`src/common/frep_cfg.svh`:
```
/*
 * Offsets, field positions, command and key values and timing counts for the
 * flash row erase/program sequencer.
 * Assumes inclusion by bare name from design files.
 */
`ifndef FREP_CFG_SVH
`define FREP_CFG_SVH

// ----------------------------------------------------------------
// Register byte offsets on the APB slave
// ----------------------------------------------------------------
`define FREP_OFS_CONTROL 12'h000
`define FREP_OFS_ADDR_LO 12'h004
`define FREP_OFS_ADDR_HI 12'h008
`define FREP_OFS_KEY 12'h00c
`define FREP_OFS_PAGE 12'h010
`define FREP_OFS_TBL_LO 12'h014
`define FREP_OFS_TBL_HI 12'h018
`define FREP_OFS_TBL_OFS 12'h01c

// ----------------------------------------------------------------
// Control register fields and values
// ----------------------------------------------------------------
`define FREP_CTL_START_BIT 15
`define FREP_CTL_ENABLE_BIT 14
`define FREP_CMD_ERASE_ROW 8'h41
`define FREP_CMD_PROG_ROW 8'h01
`define FREP_KEY_FIRST 8'h55
`define FREP_KEY_SECOND 8'haa

// ----------------------------------------------------------------
// Geometry and timing
// ----------------------------------------------------------------
`define FREP_ROW_WORDS 32
`define FREP_ROW_LSB 6
`define FREP_ADDR_LO_W 16
`define FREP_ADDR_HI_W 8
`define FREP_CLK_MHZ 200
`define FREP_ERASE_US 2000
`define FREP_PROG_US 2000
`define FREP_ERASE_CYC (`FREP_ERASE_US * `FREP_CLK_MHZ)
`define FREP_PROG_CYC (`FREP_PROG_US * `FREP_CLK_MHZ)

`endif

```
`src/common/frep_pkg.sv`:
```
/*
 * Types for the flash row erase/program sequencer.
 * Assumes the configuration header holds the numbers.
 */
package frep_pkg;

	// Sequencer states, Gray coded along idle-busy-done
	typedef enum logic [1:0]
	{
		FREP_IDLE = 2'b00,
		FREP_BUSY = 2'b01,
		FREP_DONE = 2'b11
	} frep_state_e;

	// Unlock tracker states
	typedef enum logic [1:0]
	{
		FREP_KEY_NONE = 2'b00,
		FREP_KEY_HALF = 2'b01,
		FREP_KEY_OPEN = 2'b11
	} frep_key_e;

	typedef logic [23:0] frep_addr_t;

endpackage

```
`src/common/frep_latch_if.sv`:
```
/*
 * Carrier between the sequencer and its write latch bank.
 * Assumes one clock domain shared by both ends.
 */
`timescale 1ns/10ps
interface frep_latch_if;
	logic wr_lo;
	logic wr_hi;
	logic [4:0] sel;
	logic [15:0] wdata;
	logic [767:0] row;

	// Sequencer writes, bank holds the row
	modport ctrl
	(
		output wr_lo,
		output wr_hi,
		output sel,
		output wdata,
		input row
	);
	modport bank
	(
		input wr_lo,
		input wr_hi,
		input sel,
		input wdata,
		output row
	);
endinterface

```
`src/core/frep_seq.sv`:
```
/*
 * Flash row erase/program sequencer with APB register access.
 * Assumes the core stalls on stall_o and that the flash array takes
 * one erase or program request per cycle and needs no handshake back.
 */
`timescale 1ns/10ps
`include "frep_cfg.svh"
module frep_seq
#(
	parameter int ERASE_CYC = `FREP_ERASE_CYC,
	parameter int PROG_CYC = `FREP_PROG_CYC
)
(
	// Clock and reset
	input wire logic clk_i,
	input wire logic sys_rst_i,
	// APB slave
	input wire logic psel_i,
	input wire logic penable_i,
	input wire logic pwrite_i,
	input wire logic [11:0] paddr_i,
	input wire logic [31:0] pwdata_i,
	output logic [31:0] prdata_o,
	output logic pready_o,
	output logic pslverr_o,
	// Core stall
	output logic stall_o,
	// Flash array
	output logic fl_erase_o,
	output logic fl_prog_o,
	output logic [23:0] fl_row_addr_o,
	output logic [767:0] fl_row_data_o
);

	// ----------------------------------------------------------------
	// State
	// ----------------------------------------------------------------
	typedef struct packed
	{
		frep_pkg::frep_state_e st;
		frep_pkg::frep_key_e key;
		logic start;
		logic enable;
		logic [7:0] cmd;
		logic [7:0] addr_hi;
		logic [15:0] addr_lo;
		logic [7:0] page;
		logic [15:0] tbl_ofs;
		logic [31:0] rdata;
		logic ready;
		logic slverr;
		logic stall;
		logic erase;
		logic prog;
		logic [23:0] row_addr;
	} frep_seq_s;

	frep_seq_s s_ff;
	frep_seq_s nxt_s;

	frep_latch_if lat ();

	logic tmr_start;
	logic [23:0] tmr_len;
	logic tmr_done;

	// Register index decode, used for both read and write
	function automatic logic hit(input logic [11:0] a, input logic [11:0] ofs);
		hit = (a == ofs);
	endfunction

	// ----------------------------------------------------------------
	// Sequencer and register file
	// ----------------------------------------------------------------
	logic wr_acc;
	logic rd_acc;
	logic any_acc;
	logic cmd_ok;
	logic mapped;

	assign any_acc = psel_i && penable_i && !s_ff.ready;
	assign wr_acc = any_acc && pwrite_i;
	assign rd_acc = any_acc && !pwrite_i;
	assign cmd_ok = (s_ff.cmd == `FREP_CMD_ERASE_ROW) ||
		(s_ff.cmd == `FREP_CMD_PROG_ROW);
	assign mapped = paddr_i[11:5] == 7'h00 && paddr_i[1:0] == 2'b00;

	always_comb
	begin
		nxt_s = s_ff;
		nxt_s.ready = 1'b0;
		nxt_s.slverr = 1'b0;
		nxt_s.erase = 1'b0;
		nxt_s.prog = 1'b0;
		tmr_start = 1'b0;
		tmr_len = 24'h000000;
		lat.wr_lo = 1'b0;
		lat.wr_hi = 1'b0;
		lat.sel = s_ff.tbl_ofs[5:1];
		lat.wdata = pwdata_i[15:0];

		// One-wait-state APB answer for every access
		if (any_acc)
		begin
			nxt_s.ready = 1'b1;
			nxt_s.slverr = !mapped;
			nxt_s.rdata = 32'h00000000;
		end

		// Reads show the block's own state
		if (rd_acc)
		begin
			if (hit(paddr_i, `FREP_OFS_CONTROL))
			begin
				nxt_s.rdata = {16'h0000, s_ff.start, s_ff.enable, 6'h00, s_ff.cmd};
			end
			if (hit(paddr_i, `FREP_OFS_ADDR_LO))
			begin
				nxt_s.rdata = {16'h0000, s_ff.addr_lo};
			end
			if (hit(paddr_i, `FREP_OFS_ADDR_HI))
			begin
				nxt_s.rdata = {24'h000000, s_ff.addr_hi};
			end
			if (hit(paddr_i, `FREP_OFS_PAGE))
			begin
				nxt_s.rdata = {24'h000000, s_ff.page};
			end
			if (hit(paddr_i, `FREP_OFS_TBL_OFS))
			begin
				nxt_s.rdata = {16'h0000, s_ff.tbl_ofs};
			end
		end

		// Any write other than the first or second key breaks a half-open unlock
		if (wr_acc && s_ff.st == frep_pkg::FREP_IDLE)
		begin
			if (!hit(paddr_i, `FREP_OFS_KEY) && !hit(paddr_i, `FREP_OFS_CONTROL))
			begin
				nxt_s.key = frep_pkg::FREP_KEY_NONE;
			end
			if (hit(paddr_i, `FREP_OFS_KEY))
			begin
				if (pwdata_i[7:0] == `FREP_KEY_FIRST)
				begin
					nxt_s.key = frep_pkg::FREP_KEY_HALF;
				end
				else if (pwdata_i[7:0] == `FREP_KEY_SECOND &&
					s_ff.key == frep_pkg::FREP_KEY_HALF)
				begin
					nxt_s.key = frep_pkg::FREP_KEY_OPEN;
				end
				else
				begin
					nxt_s.key = frep_pkg::FREP_KEY_NONE;
				end
			end
			if (hit(paddr_i, `FREP_OFS_CONTROL))
			begin
				nxt_s.enable = pwdata_i[`FREP_CTL_ENABLE_BIT];
				nxt_s.cmd = pwdata_i[7:0];
				nxt_s.key = frep_pkg::FREP_KEY_NONE;
				// Start only from an open unlock, with enable and a known command
				if (pwdata_i[`FREP_CTL_START_BIT] && s_ff.key == frep_pkg::FREP_KEY_OPEN &&
					pwdata_i[`FREP_CTL_ENABLE_BIT] && s_ff.enable && cmd_ok)
				begin
					nxt_s.start = 1'b1;
					nxt_s.stall = 1'b1;
					nxt_s.st = frep_pkg::FREP_BUSY;
					tmr_start = 1'b1;
					if (s_ff.cmd == `FREP_CMD_ERASE_ROW)
					begin
						nxt_s.erase = 1'b1;
						tmr_len = 24'(ERASE_CYC);
					end
					else
					begin
						nxt_s.prog = 1'b1;
						tmr_len = 24'(PROG_CYC);
					end
					// Row boundary: lowest six bits dropped for both operations
					nxt_s.row_addr = {s_ff.addr_hi, s_ff.addr_lo[15:`FREP_ROW_LSB],
						6'h00};
				end
			end
			if (hit(paddr_i, `FREP_OFS_ADDR_LO))
			begin
				nxt_s.addr_lo = pwdata_i[15:0];
			end
			if (hit(paddr_i, `FREP_OFS_ADDR_HI))
			begin
				nxt_s.addr_hi = pwdata_i[7:0];
			end
			if (hit(paddr_i, `FREP_OFS_PAGE))
			begin
				nxt_s.page = pwdata_i[7:0];
			end
			if (hit(paddr_i, `FREP_OFS_TBL_OFS))
			begin
				nxt_s.tbl_ofs = pwdata_i[15:0];
			end
			// Table writes fill a latch and capture the full address
			if (hit(paddr_i, `FREP_OFS_TBL_LO) || hit(paddr_i, `FREP_OFS_TBL_HI))
			begin
				nxt_s.addr_hi = s_ff.page;
				nxt_s.addr_lo = s_ff.tbl_ofs;
				if (hit(paddr_i, `FREP_OFS_TBL_LO))
				begin
					lat.wr_lo = 1'b1;
				end
				else
				begin
					lat.wr_hi = 1'b1;
					// High byte optionally post-increments to the next word
					if (pwdata_i[31])
					begin
						nxt_s.tbl_ofs = s_ff.tbl_ofs + 16'h0002;
					end
				end
			end
		end

		// Cycle end frees the core and clears start and enable
		unique case (s_ff.st)
			frep_pkg::FREP_IDLE:
			begin
			end
			frep_pkg::FREP_BUSY:
			begin
				if (tmr_done)
				begin
					nxt_s.st = frep_pkg::FREP_DONE;
				end
			end
			frep_pkg::FREP_DONE:
			begin
				nxt_s.start = 1'b0;
				nxt_s.enable = 1'b0;
				nxt_s.stall = 1'b0;
				nxt_s.st = frep_pkg::FREP_IDLE;
			end
			default:
			begin
				nxt_s.st = frep_pkg::FREP_IDLE;
			end
		endcase
	end

	// Single state register
	always_ff @(posedge clk_i)
	begin
		if (sys_rst_i)
		begin
			s_ff <= '0;
		end
		else
		begin
			s_ff <= nxt_s;
		end
	end

	// ----------------------------------------------------------------
	// Submodules
	// ----------------------------------------------------------------
	frep_latch_bank #(.WORDS(`FREP_ROW_WORDS)) u_bank
	(
		.clk_i(clk_i),
		.sys_rst_i(sys_rst_i),
		.lat(lat.bank)
	);

	frep_flash_timer #(.CNT_W(24)) u_tmr
	(
		.clk_i(clk_i),
		.sys_rst_i(sys_rst_i),
		.start_i(tmr_start),
		.len_i(tmr_len),
		.done_o(tmr_done)
	);

	// Row data registered so the output comes from a flip-flop
	logic [767:0] row_ff;
	always_ff @(posedge clk_i)
	begin
		if (sys_rst_i)
		begin
			row_ff <= '0;
		end
		else if (nxt_s.prog)
		begin
			row_ff <= lat.row;
		end
	end

	assign prdata_o = s_ff.rdata;
	assign pready_o = s_ff.ready;
	assign pslverr_o = s_ff.slverr;
	assign stall_o = s_ff.stall;
	assign fl_erase_o = s_ff.erase;
	assign fl_prog_o = s_ff.prog;
	assign fl_row_addr_o = s_ff.row_addr;
	assign fl_row_data_o = row_ff;

endmodule

```
`src/core/frep_latch_bank.sv`:
```
/*
 * Bank of 32 write latches of 24 bits each (768 bits).
 * Assumes writes arrive from the sequencer as low word then high byte.
 */
`timescale 1ns/10ps
module frep_latch_bank
#(
	parameter int WORDS = 32
)
(
	// Clock and reset
	input wire logic clk_i,
	input wire logic sys_rst_i,
	// Latch port
	frep_latch_if.bank lat
);

	typedef struct packed
	{
		logic [WORDS-1:0][23:0] mem;
	} frep_bank_s;

	frep_bank_s bank_ff;
	frep_bank_s nxt_bank;

	// Low word and high byte fill one latch independently
	always_comb
	begin
		nxt_bank = bank_ff;
		if (lat.wr_lo)
		begin
			nxt_bank.mem[lat.sel][15:0] = lat.wdata;
		end
		if (lat.wr_hi)
		begin
			nxt_bank.mem[lat.sel][23:16] = lat.wdata[7:0];
		end
	end

	// Latches hold stale data until rewritten; reset clears them
	always_ff @(posedge clk_i)
	begin
		if (sys_rst_i)
		begin
			bank_ff <= '0;
		end
		else
		begin
			bank_ff <= nxt_bank;
		end
	end

	// Whole row is visible at once so a program cycle can take it in one edge
	assign lat.row = bank_ff.mem;

endmodule

```
`src/core/frep_flash_timer.sv`:
```
/*
 * Cycle timer for one erase or program cycle.
 * Assumes start is a one-cycle pulse while the timer is idle.
 */
`timescale 1ns/10ps
module frep_flash_timer
#(
	parameter int CNT_W = 24
)
(
	// Clock and reset
	input wire logic clk_i,
	input wire logic sys_rst_i,
	// Control
	input wire logic start_i,
	input wire logic [CNT_W-1:0] len_i,
	output logic done_o
);

	typedef struct packed
	{
		logic [CNT_W-1:0] cnt;
		logic run;
		logic done;
	} frep_tmr_s;

	frep_tmr_s tmr_ff;
	frep_tmr_s nxt_tmr;

	// Count down the cycle length, pulse done at the end
	always_comb
	begin
		nxt_tmr = tmr_ff;
		nxt_tmr.done = 1'b0;
		if (start_i)
		begin
			nxt_tmr.run = 1'b1;
			nxt_tmr.cnt = len_i;
		end
		else if (tmr_ff.run)
		begin
			if (tmr_ff.cnt <= CNT_W'(1))
			begin
				nxt_tmr.run = 1'b0;
				nxt_tmr.done = 1'b1;
			end
			else
			begin
				nxt_tmr.cnt = tmr_ff.cnt - CNT_W'(1);
			end
		end
	end

	// Timer state register
	always_ff @(posedge clk_i)
	begin
		if (sys_rst_i)
		begin
			tmr_ff <= '0;
		end
		else
		begin
			tmr_ff <= nxt_tmr;
		end
	end

	assign done_o = tmr_ff.done;

endmodule

```
`config.mk`:
```
export PLATFORM = sky130hd
export DESIGN_NAME = frep_seq
export DESIGN_NICKNAME = d
export VERILOG_FILES = /design/src/common/frep_pkg.sv /design/src/common/frep_latch_if.sv /design/src/core/frep_seq.sv /design/src/core/frep_latch_bank.sv /design/src/core/frep_flash_timer.sv
export VERILOG_INCLUDE_DIRS = /design/src /design/src/common
export SDC_FILE = /design/constraint.sdc
export NUM_CORES = 2
export LEC_CHECK = 0
export BUFFER_PORTS_ARGS = -buffer_cell sky130_fd_sc_hd__buf_2
export CAP_MARGIN = 20
export CORE_AREA = 2 2 344 346
export CTS_BUF_LIST = sky130_fd_sc_hd__clkbuf_4
export DETAILED_ROUTE_END_ITERATION = 6
export DIE_AREA = 0 0 346 348
export GPL_TIMING_DRIVEN = 0
export HOLD_SLACK_MARGIN = 0.06
export PLACE_DENSITY = 0.74
export SLEW_MARGIN = 10
export SYNTH_ARGS = -nofsm -noshare
export SYNTH_HDL_FRONTEND = slang
export SYNTH_HIERARCHICAL = 1
export SYNTH_SLANG_ARGS = --single-unit
```
`constraint.sdc`:
```
create_clock -name clk_i -period 3.8 [get_ports clk_i]
set_input_delay 0.57 -clock clk_i [delete_from_list [all_inputs] [get_ports clk_i]]
set_output_delay 0.57 -clock clk_i [all_outputs]
set_load 0.03 [all_outputs]
```
======== Word-level counts from Yosys, hierarchy flattened ========
Cells that the tools add are included.
storage, ports and cells
  flip-flop bits (word level) ............. 1,678
  input bits .............................. 49
  word-level logic and storage cells ...... 170
operators by class
  add/subtract/negate cells ............... 2
  magnitude comparators ................... 3
  equal/unequal tests ..................... 16
  muxes and demuxes ....................... 54
  bitwise operators ....................... 5
  reductions and logical operators ........ 39
operators by type and width
  cell                                                              count
  bitwise mux 768 bit                                               2
  two-way mux 768 bit                                               2
  demux 24 bit (select 5 bit)                                       2
  two-way mux 32 bit                                                6
  two-way mux 25 bit                                                4
  two-way mux 16 bit                                                6
  two-way mux 24 bit                                                3
  two-way mux 62 bit                                                1
  two-way mux 19 bit                                                3
  equality test 12 x 5 -> 1 bit (second input constant)             4
  two-way mux 34 bit                                                1
  two-way mux 26 bit                                                1
  equality test 12 x 4 -> 1 bit (second input constant)             2
  less-or-equal comparator 24 x 1 -> 1 bit (second input constant)  1
  subtractor 24 x 1 -> 24 bit (second input constant)               1
  adder 16 x 2 -> 16 bit (second input constant)                    1
  equality test 8 x 7 -> 1 bit (second input constant)              2
  two-way mux 8 bit                                                 2
  two-way mux 14 bit                                                1
  two-way mux 2 bit                                                 7
  logical AND 1 bit                                                 13
  equality test 12 x 3 -> 1 bit (second input constant)             1
  zero test 12 bit                                                  1
  two-way mux 1 bit                                                 12
  20 further kinds                                                  40

======== Longest topological paths before layout ========
  word-level depth ........................ 10
  gate-level depth with buffers ........... 13
  gate-level depth less buffers ........... 8

======== Cells and area by module ========
The synthesis kept the hierarchy.
modules (own cells, without submodules)
  module            times used  cells each  area each (sq um)
  frep_seq          1           4,183       34,384.2
  frep_latch_bank   1           2,629       29,709.7
  frep_flash_timer  1           178         1,525.2

======== Worst setup path after synthesis ========
OpenSTA, ideal clock, no wires.
  path type ............................... input to register
  start point ............................. input port paddr_i[9]
  end point ............................... register u_tmr/tmr_ff[13] in the netlist's numbering
  arrival ................................. 3.064 ns
  path slack .............................. 0.600 ns
  stages on the path ...................... 12
  path buffers ............................ 5
  path through ............................ or4_4 nor4_4 nand4_2 inv_2 buf_2 buf_2 clkbuf_1 inv_1 clkbuf_1 clkbuf_1 o21bai_1 a31oi_1
on the way
  longest elaborated chain between the ends .. 5
ends and longest elaborated chain
  item                                                                   line                    source
  start: declaration                                                     frep_seq.sv:21          input wire logic [11:0] paddr_i,
  zero test 12 bit *                                                     frep_seq.sv:69          hit = (a == ofs);
  two-way mux 1 bit *                                                    frep_seq.sv:158         if (hit(paddr_i, `FREP_OFS_CONTROL))
  two-way mux 1 bit *                                                    frep_seq.sv:136         if (wr_acc && s_ff.st == frep_pkg::FREP_IDLE)
  net tmr_start                                                          frep_seq.sv:63          logic tmr_start;
  inequality test 2 bit (no line) or nonzero test 2 bit (tied branches)  -
  AND reduction 2 bit (no line)                                          -
  end signal: assignment                                                 frep_flash_timer.sv:63  tmr_ff <= nxt_tmr;
  end: declaration                                                       frep_flash_timer.sv:27  frep_tmr_s tmr_ff;
The timed path passes the listed nets; every way through them passes the cells marked *.
A chain may end at the register's enable or synchronous reset.

======== Worst setup path after layout ========
  start point ............................. input port paddr_i[7]
  end point ............................... register u_bank.bank_ff, in the netlist u_bank/lat.row[136]
RTL lines
  item                                                   line                              source
  equality test 12 x 5 -> 1 bit                          frep_seq.sv:69
  two-way mux 1 bit or logical OR 1 bit (tied branches)  frep_seq.sv:207, frep_seq.sv:203
  two-way mux 1 bit *                                    frep_seq.sv:203                   if (hit(paddr_i, `FREP_OFS_TBL_LO) || hit(paddr_i, `FREP_OFS_TBL_HI))
  two-way mux 1 bit *                                    frep_seq.sv:136
  net lat.wr_hi                                          frep_latch_if.sv:8                logic wr_hi;
  two-way mux 768 bit *                                  frep_latch_bank.sv:34             if (lat.wr_hi)
  end signal: assignment                                 frep_latch_bank.sv:49             bank_ff <= nxt_bank;
  end: declaration                                       frep_latch_bank.sv:23             frep_bank_s bank_ff;
Marked as above.

==> results_dict.tcl <==
set metrics [dict create \
    drive_above_1_share_pct 21.3 \
    grt_pass1_wl_mm 347 \
    holdWs_ns 0.184 \
    power.switching_uw 8000 \
    worstHoldPathType "input pin to flop" \
    synthMuxAreaShare_pct 12.1 \
    peakVddDrop_mv 0.293 \
    relSlewSlack_pct 14.2 \
    critPathMaxFanout 8 \
    yosys.area_share.adder_pct 0.0572 \
    place_area_um2 72200 \
    crit_chain "dlygate4sd3_1 -> buf_2 -> nor3_1 -> dlygate4sd3_1 -> nand2_1 -> nor2_1 -> nand3_1 -> nor2_1 -> and4bb_2 -> clkbuf_1 -> nand2_2 -> mux2i_1" \
    antenna_left 0 \
    fin_crit_sh_pct 99.8 \
    final_core_util_pct 66.4 \
    clock_skew_ns 0.110 \
    hold_viol_final 0 \
    cp.depth 12 \
    drv_cap 0 \
    die_x_um 346 \
    synthDistinctLibCells 79 \
    cp.required_ns 4.94 \
    antenna_found_initial 7 \
    first_iter_violations 5172 \
    synth_top_area_share_pct 51.2 \
    dieArea_um2 120000 \
    synth_top_family_by_area "simple AND/OR/NAND/NOR gates" \
    clkPwrFrac_pct 43.7 \
    path_delay_family "simple AND/OR/NAND/NOR gates" \
    timing.rr.start "s_ff[115]$_SDFFE_PP0P_" \
    cp_data_arrival_time_ns 4.94 \
    synth-compound-area-share_pct 14.1 \
    clock_latency_ns 1.37 \
    syn_inst 6990 \
    r2r_end "fl_row_data_o[458]$_SDFFE_PP0P_" \
    rows 126 \
    async_flop_share_pct 0 \
    syn_area_per_cell_um2 9.39 \
    layout_commonest_cell "dfxtp_1" \
    final_area_um2 77700 \
    htreeDepth 5 \
    synth_area_um2 65600 \
    cts_tree "yes" \
    p_seq_share_pct 53.0 \
    cpPeakStageDelay_ns 0.76 \
    grt_max_degree 17 \
    synth_seq_cells 1678 \
    fin_crit_ns 3.79 \
    place_congestion 0.933 \
    ys_top_cells_by_area "dfxtp_1 51%, mux2i_1 12%, nand2b_1 7.6%" \
    netlist.top_cell.by_area "dfxtp_1" \
    r2r_slack_ns 0.12 \
    slew_violations 0 \
    ys_seq_area_share_pct 51.2 \
    core_area_um2 117000 \
    slowest_stage "dlygate4sd3_1" \
    placedCellCount 9425 \
    dp_hpwl_mm 172 \
    nets 8433 \
    fmax_mhz 264 \
    tns_ns 0 \
    startpoint "paddr_i[7]" \
    synthXorXnorAreaFrac_pct 0.0534 \
    grt_pass1_vias 57200 \
    post-route-drc-count 0 \
    power_switching_share_pct 24.1 \
    finalSetupViolCount 0 \
    crit_path_start_kind "input pin" \
    synthSimpleGateAreaFrac_pct 17.1 \
    internal-power_uw 25100 \
    io-pin-count 878 \
    yosysWarningCount 6 \
    criticalPathCategory "input pin to flop" \
    crit_end "u_bank/lat.row[136]$_SDFFE_PP0P_" \
    worst_pin_slew_ns 1.29 \
    fin_cells 10200 \
    wl_per_cell_um 23.6 \
    cts_buffers 433 \
    synth_edf_count 0 \
    areaGrowthSynthToFinish_pct 18.5 \
    cts_root_buffer "clkbuf_4" \
    cts.clk_slew.worst_paths_ns 0.06 \
    io_buffers 855 \
    cp-end-kind "flop" \
    overflow 0 \
    clock_path_buffers 4 \
    viasPerCell 5.83 \
    critPathBufInv 4 \
    vias 59300 \
    routed_wl_mm 240 \
    layout_common_cells "1,678 x dfxtp_1, 955 x buf_2, 831 x a21oi_1" \
    combPwrFrac_pct 3.2 \
    rsz0062_at_grt "no" \
    clock_sinks 1678 \
    start_util_pct 56.1 \
    ys.flop_type "dfxtp_1" \
    die_y_um 348 \
    grt_usage_pct 38.0 \
    leakagePower_uw 0.0347 \
    dr.pass1.iters 6 \
    p_per_area_nw_per_um2 426 \
    reg2reg_depth 9 \
    status "completed" \
]
-- through the flow --
stage	total power, uW	setup slack (ns)
3_5_place_dp	19000	-0.982
6_report	33100	0.00628
4_1_cts	33200	0.0130
5_1_grt	34200	0.0298
2_1_floorplan	18500	0.600
3_3_place_gp	18900	-0.935
-- logic make-up (layout without fill, tap and decap cells) --
family	after synthesis	count (layout)
muxes	795	795
xor gates and xnor gates	4	4
buffers and inverters	777	2390
adders and majority gates	3	3
other	1	29
AOI/OAI and AO/OA	1765	1765
DFF	1678	1678
and+or+nand+nor	1967	1967
-- layer usage --
metal	part of all wire, %	wire length (um)	up-vias	global-route usage, %
li1	-	-	27300	-
met1	40	95000	28600	46.8
met2	45	107000	2785	59.0
met3	9.6	23100	646	10.8
met4	6.1	14700	2	23.1
met5	0.0046	11	-	0
-- how the worst min path moves through the flow --
stage / start / endpoint / cells past startpoint
5_1_grt: pwdata_i[2] / s_ff[111]$_SDFFE_PP0P_ / 4
3_3_place_gp: prdata_o[9]$_SDFF_PP0_ / prdata_o[9]$_SDFF_PP0_ / 2
3_5_place_dp: prdata_o[24]$_SDFF_PP0_ / prdata_o[24]$_SDFF_PP0_ / 1
2_1_floorplan: prdata_o[10]$_SDFF_PP0_ / prdata_o[10]$_SDFF_PP0_ / 2
4_1_cts: pwdata_i[2] / s_ff[111]$_SDFFE_PP0P_ / 4
6_report: pwdata_i[2] / s_ff[111]$_SDFFE_PP0P_ / 4
-- sequential cells by signal, summed over array words and instances (netlist names) --
signal	count
pready_o	1
lat.sel	5
fl_row_addr_o	18
u_tmr/done_o	1
fl_prog_o	1
prdata_o	32
stall_o	1
pslverr_o	1
u_bank/lat.row	768
s_ff	56
u_tmr/tmr_ff	25
fl_erase_o	1
fl_row_data_o	768
-- repair_timing --
item,CTS,global route
gates cloned,0,0
setup endpoints to repair,457,176
setup buffers,6,1
gates resized for setup,7,10
endpoints found under the hold margin,147,0
hold buffers,57,0
pin swaps,0,1
-- worst min-delay path, stage by stage --
cell	delay (ns)
dlygate4sd3_1	0.52
buf_2	0.20
mux2i_1	0.10
nor2_1	0.07
-- power by group through the flow --
stage | Combinational, uW | Clock (uW) | Sequential [uW]
floorplan | 514 | 0 | 18000
global placement | 960 | 0 | 18000
detailed placement | 994 | 0 | 18000
CTS | 1030 | 14600 | 17600
global route | 1090 | 15600 | 17600
finish | 1070 | 14500 | 17600
-- cells in the mapped netlist, drive strengths merged (4+ instances only) --
cell type	n
a2111oi	5
a211oi	40
a21boi	8
a21oi	831
a22o	6
a22oi	14
a311oi	12
a31oi	5
and2	24
and4	8
and4b	7
and4bb	5
buf	238
clkbuf	523
dfxtp	1678
inv	16
mux2i	793
nand2	134
nand2b	794
nand3	786
nand4	10
nor2	97
nor2b	7
nor3	25
nor3b	4
nor4	17
nor4b	5
o21ai	801
o21bai	6
o31ai	8
o32ai	5
or2	4
or3	16
or4	12
-- layout make-up --
type,instances,area (um^2)
Fill cell,9720,39200
Sequential cell,1678,33600
Multi-Input combinational cell,4558,28600
Timing Repair Buffer,940,5210
Clock buffer,605,4540
Buffer,754,3500
Tap cell,1536,1920
Clock inverter,75,320
Inverter,16,62.6
Antenna cell,5,12.5
No activity file was read; power rests on OpenSTA's default activity.
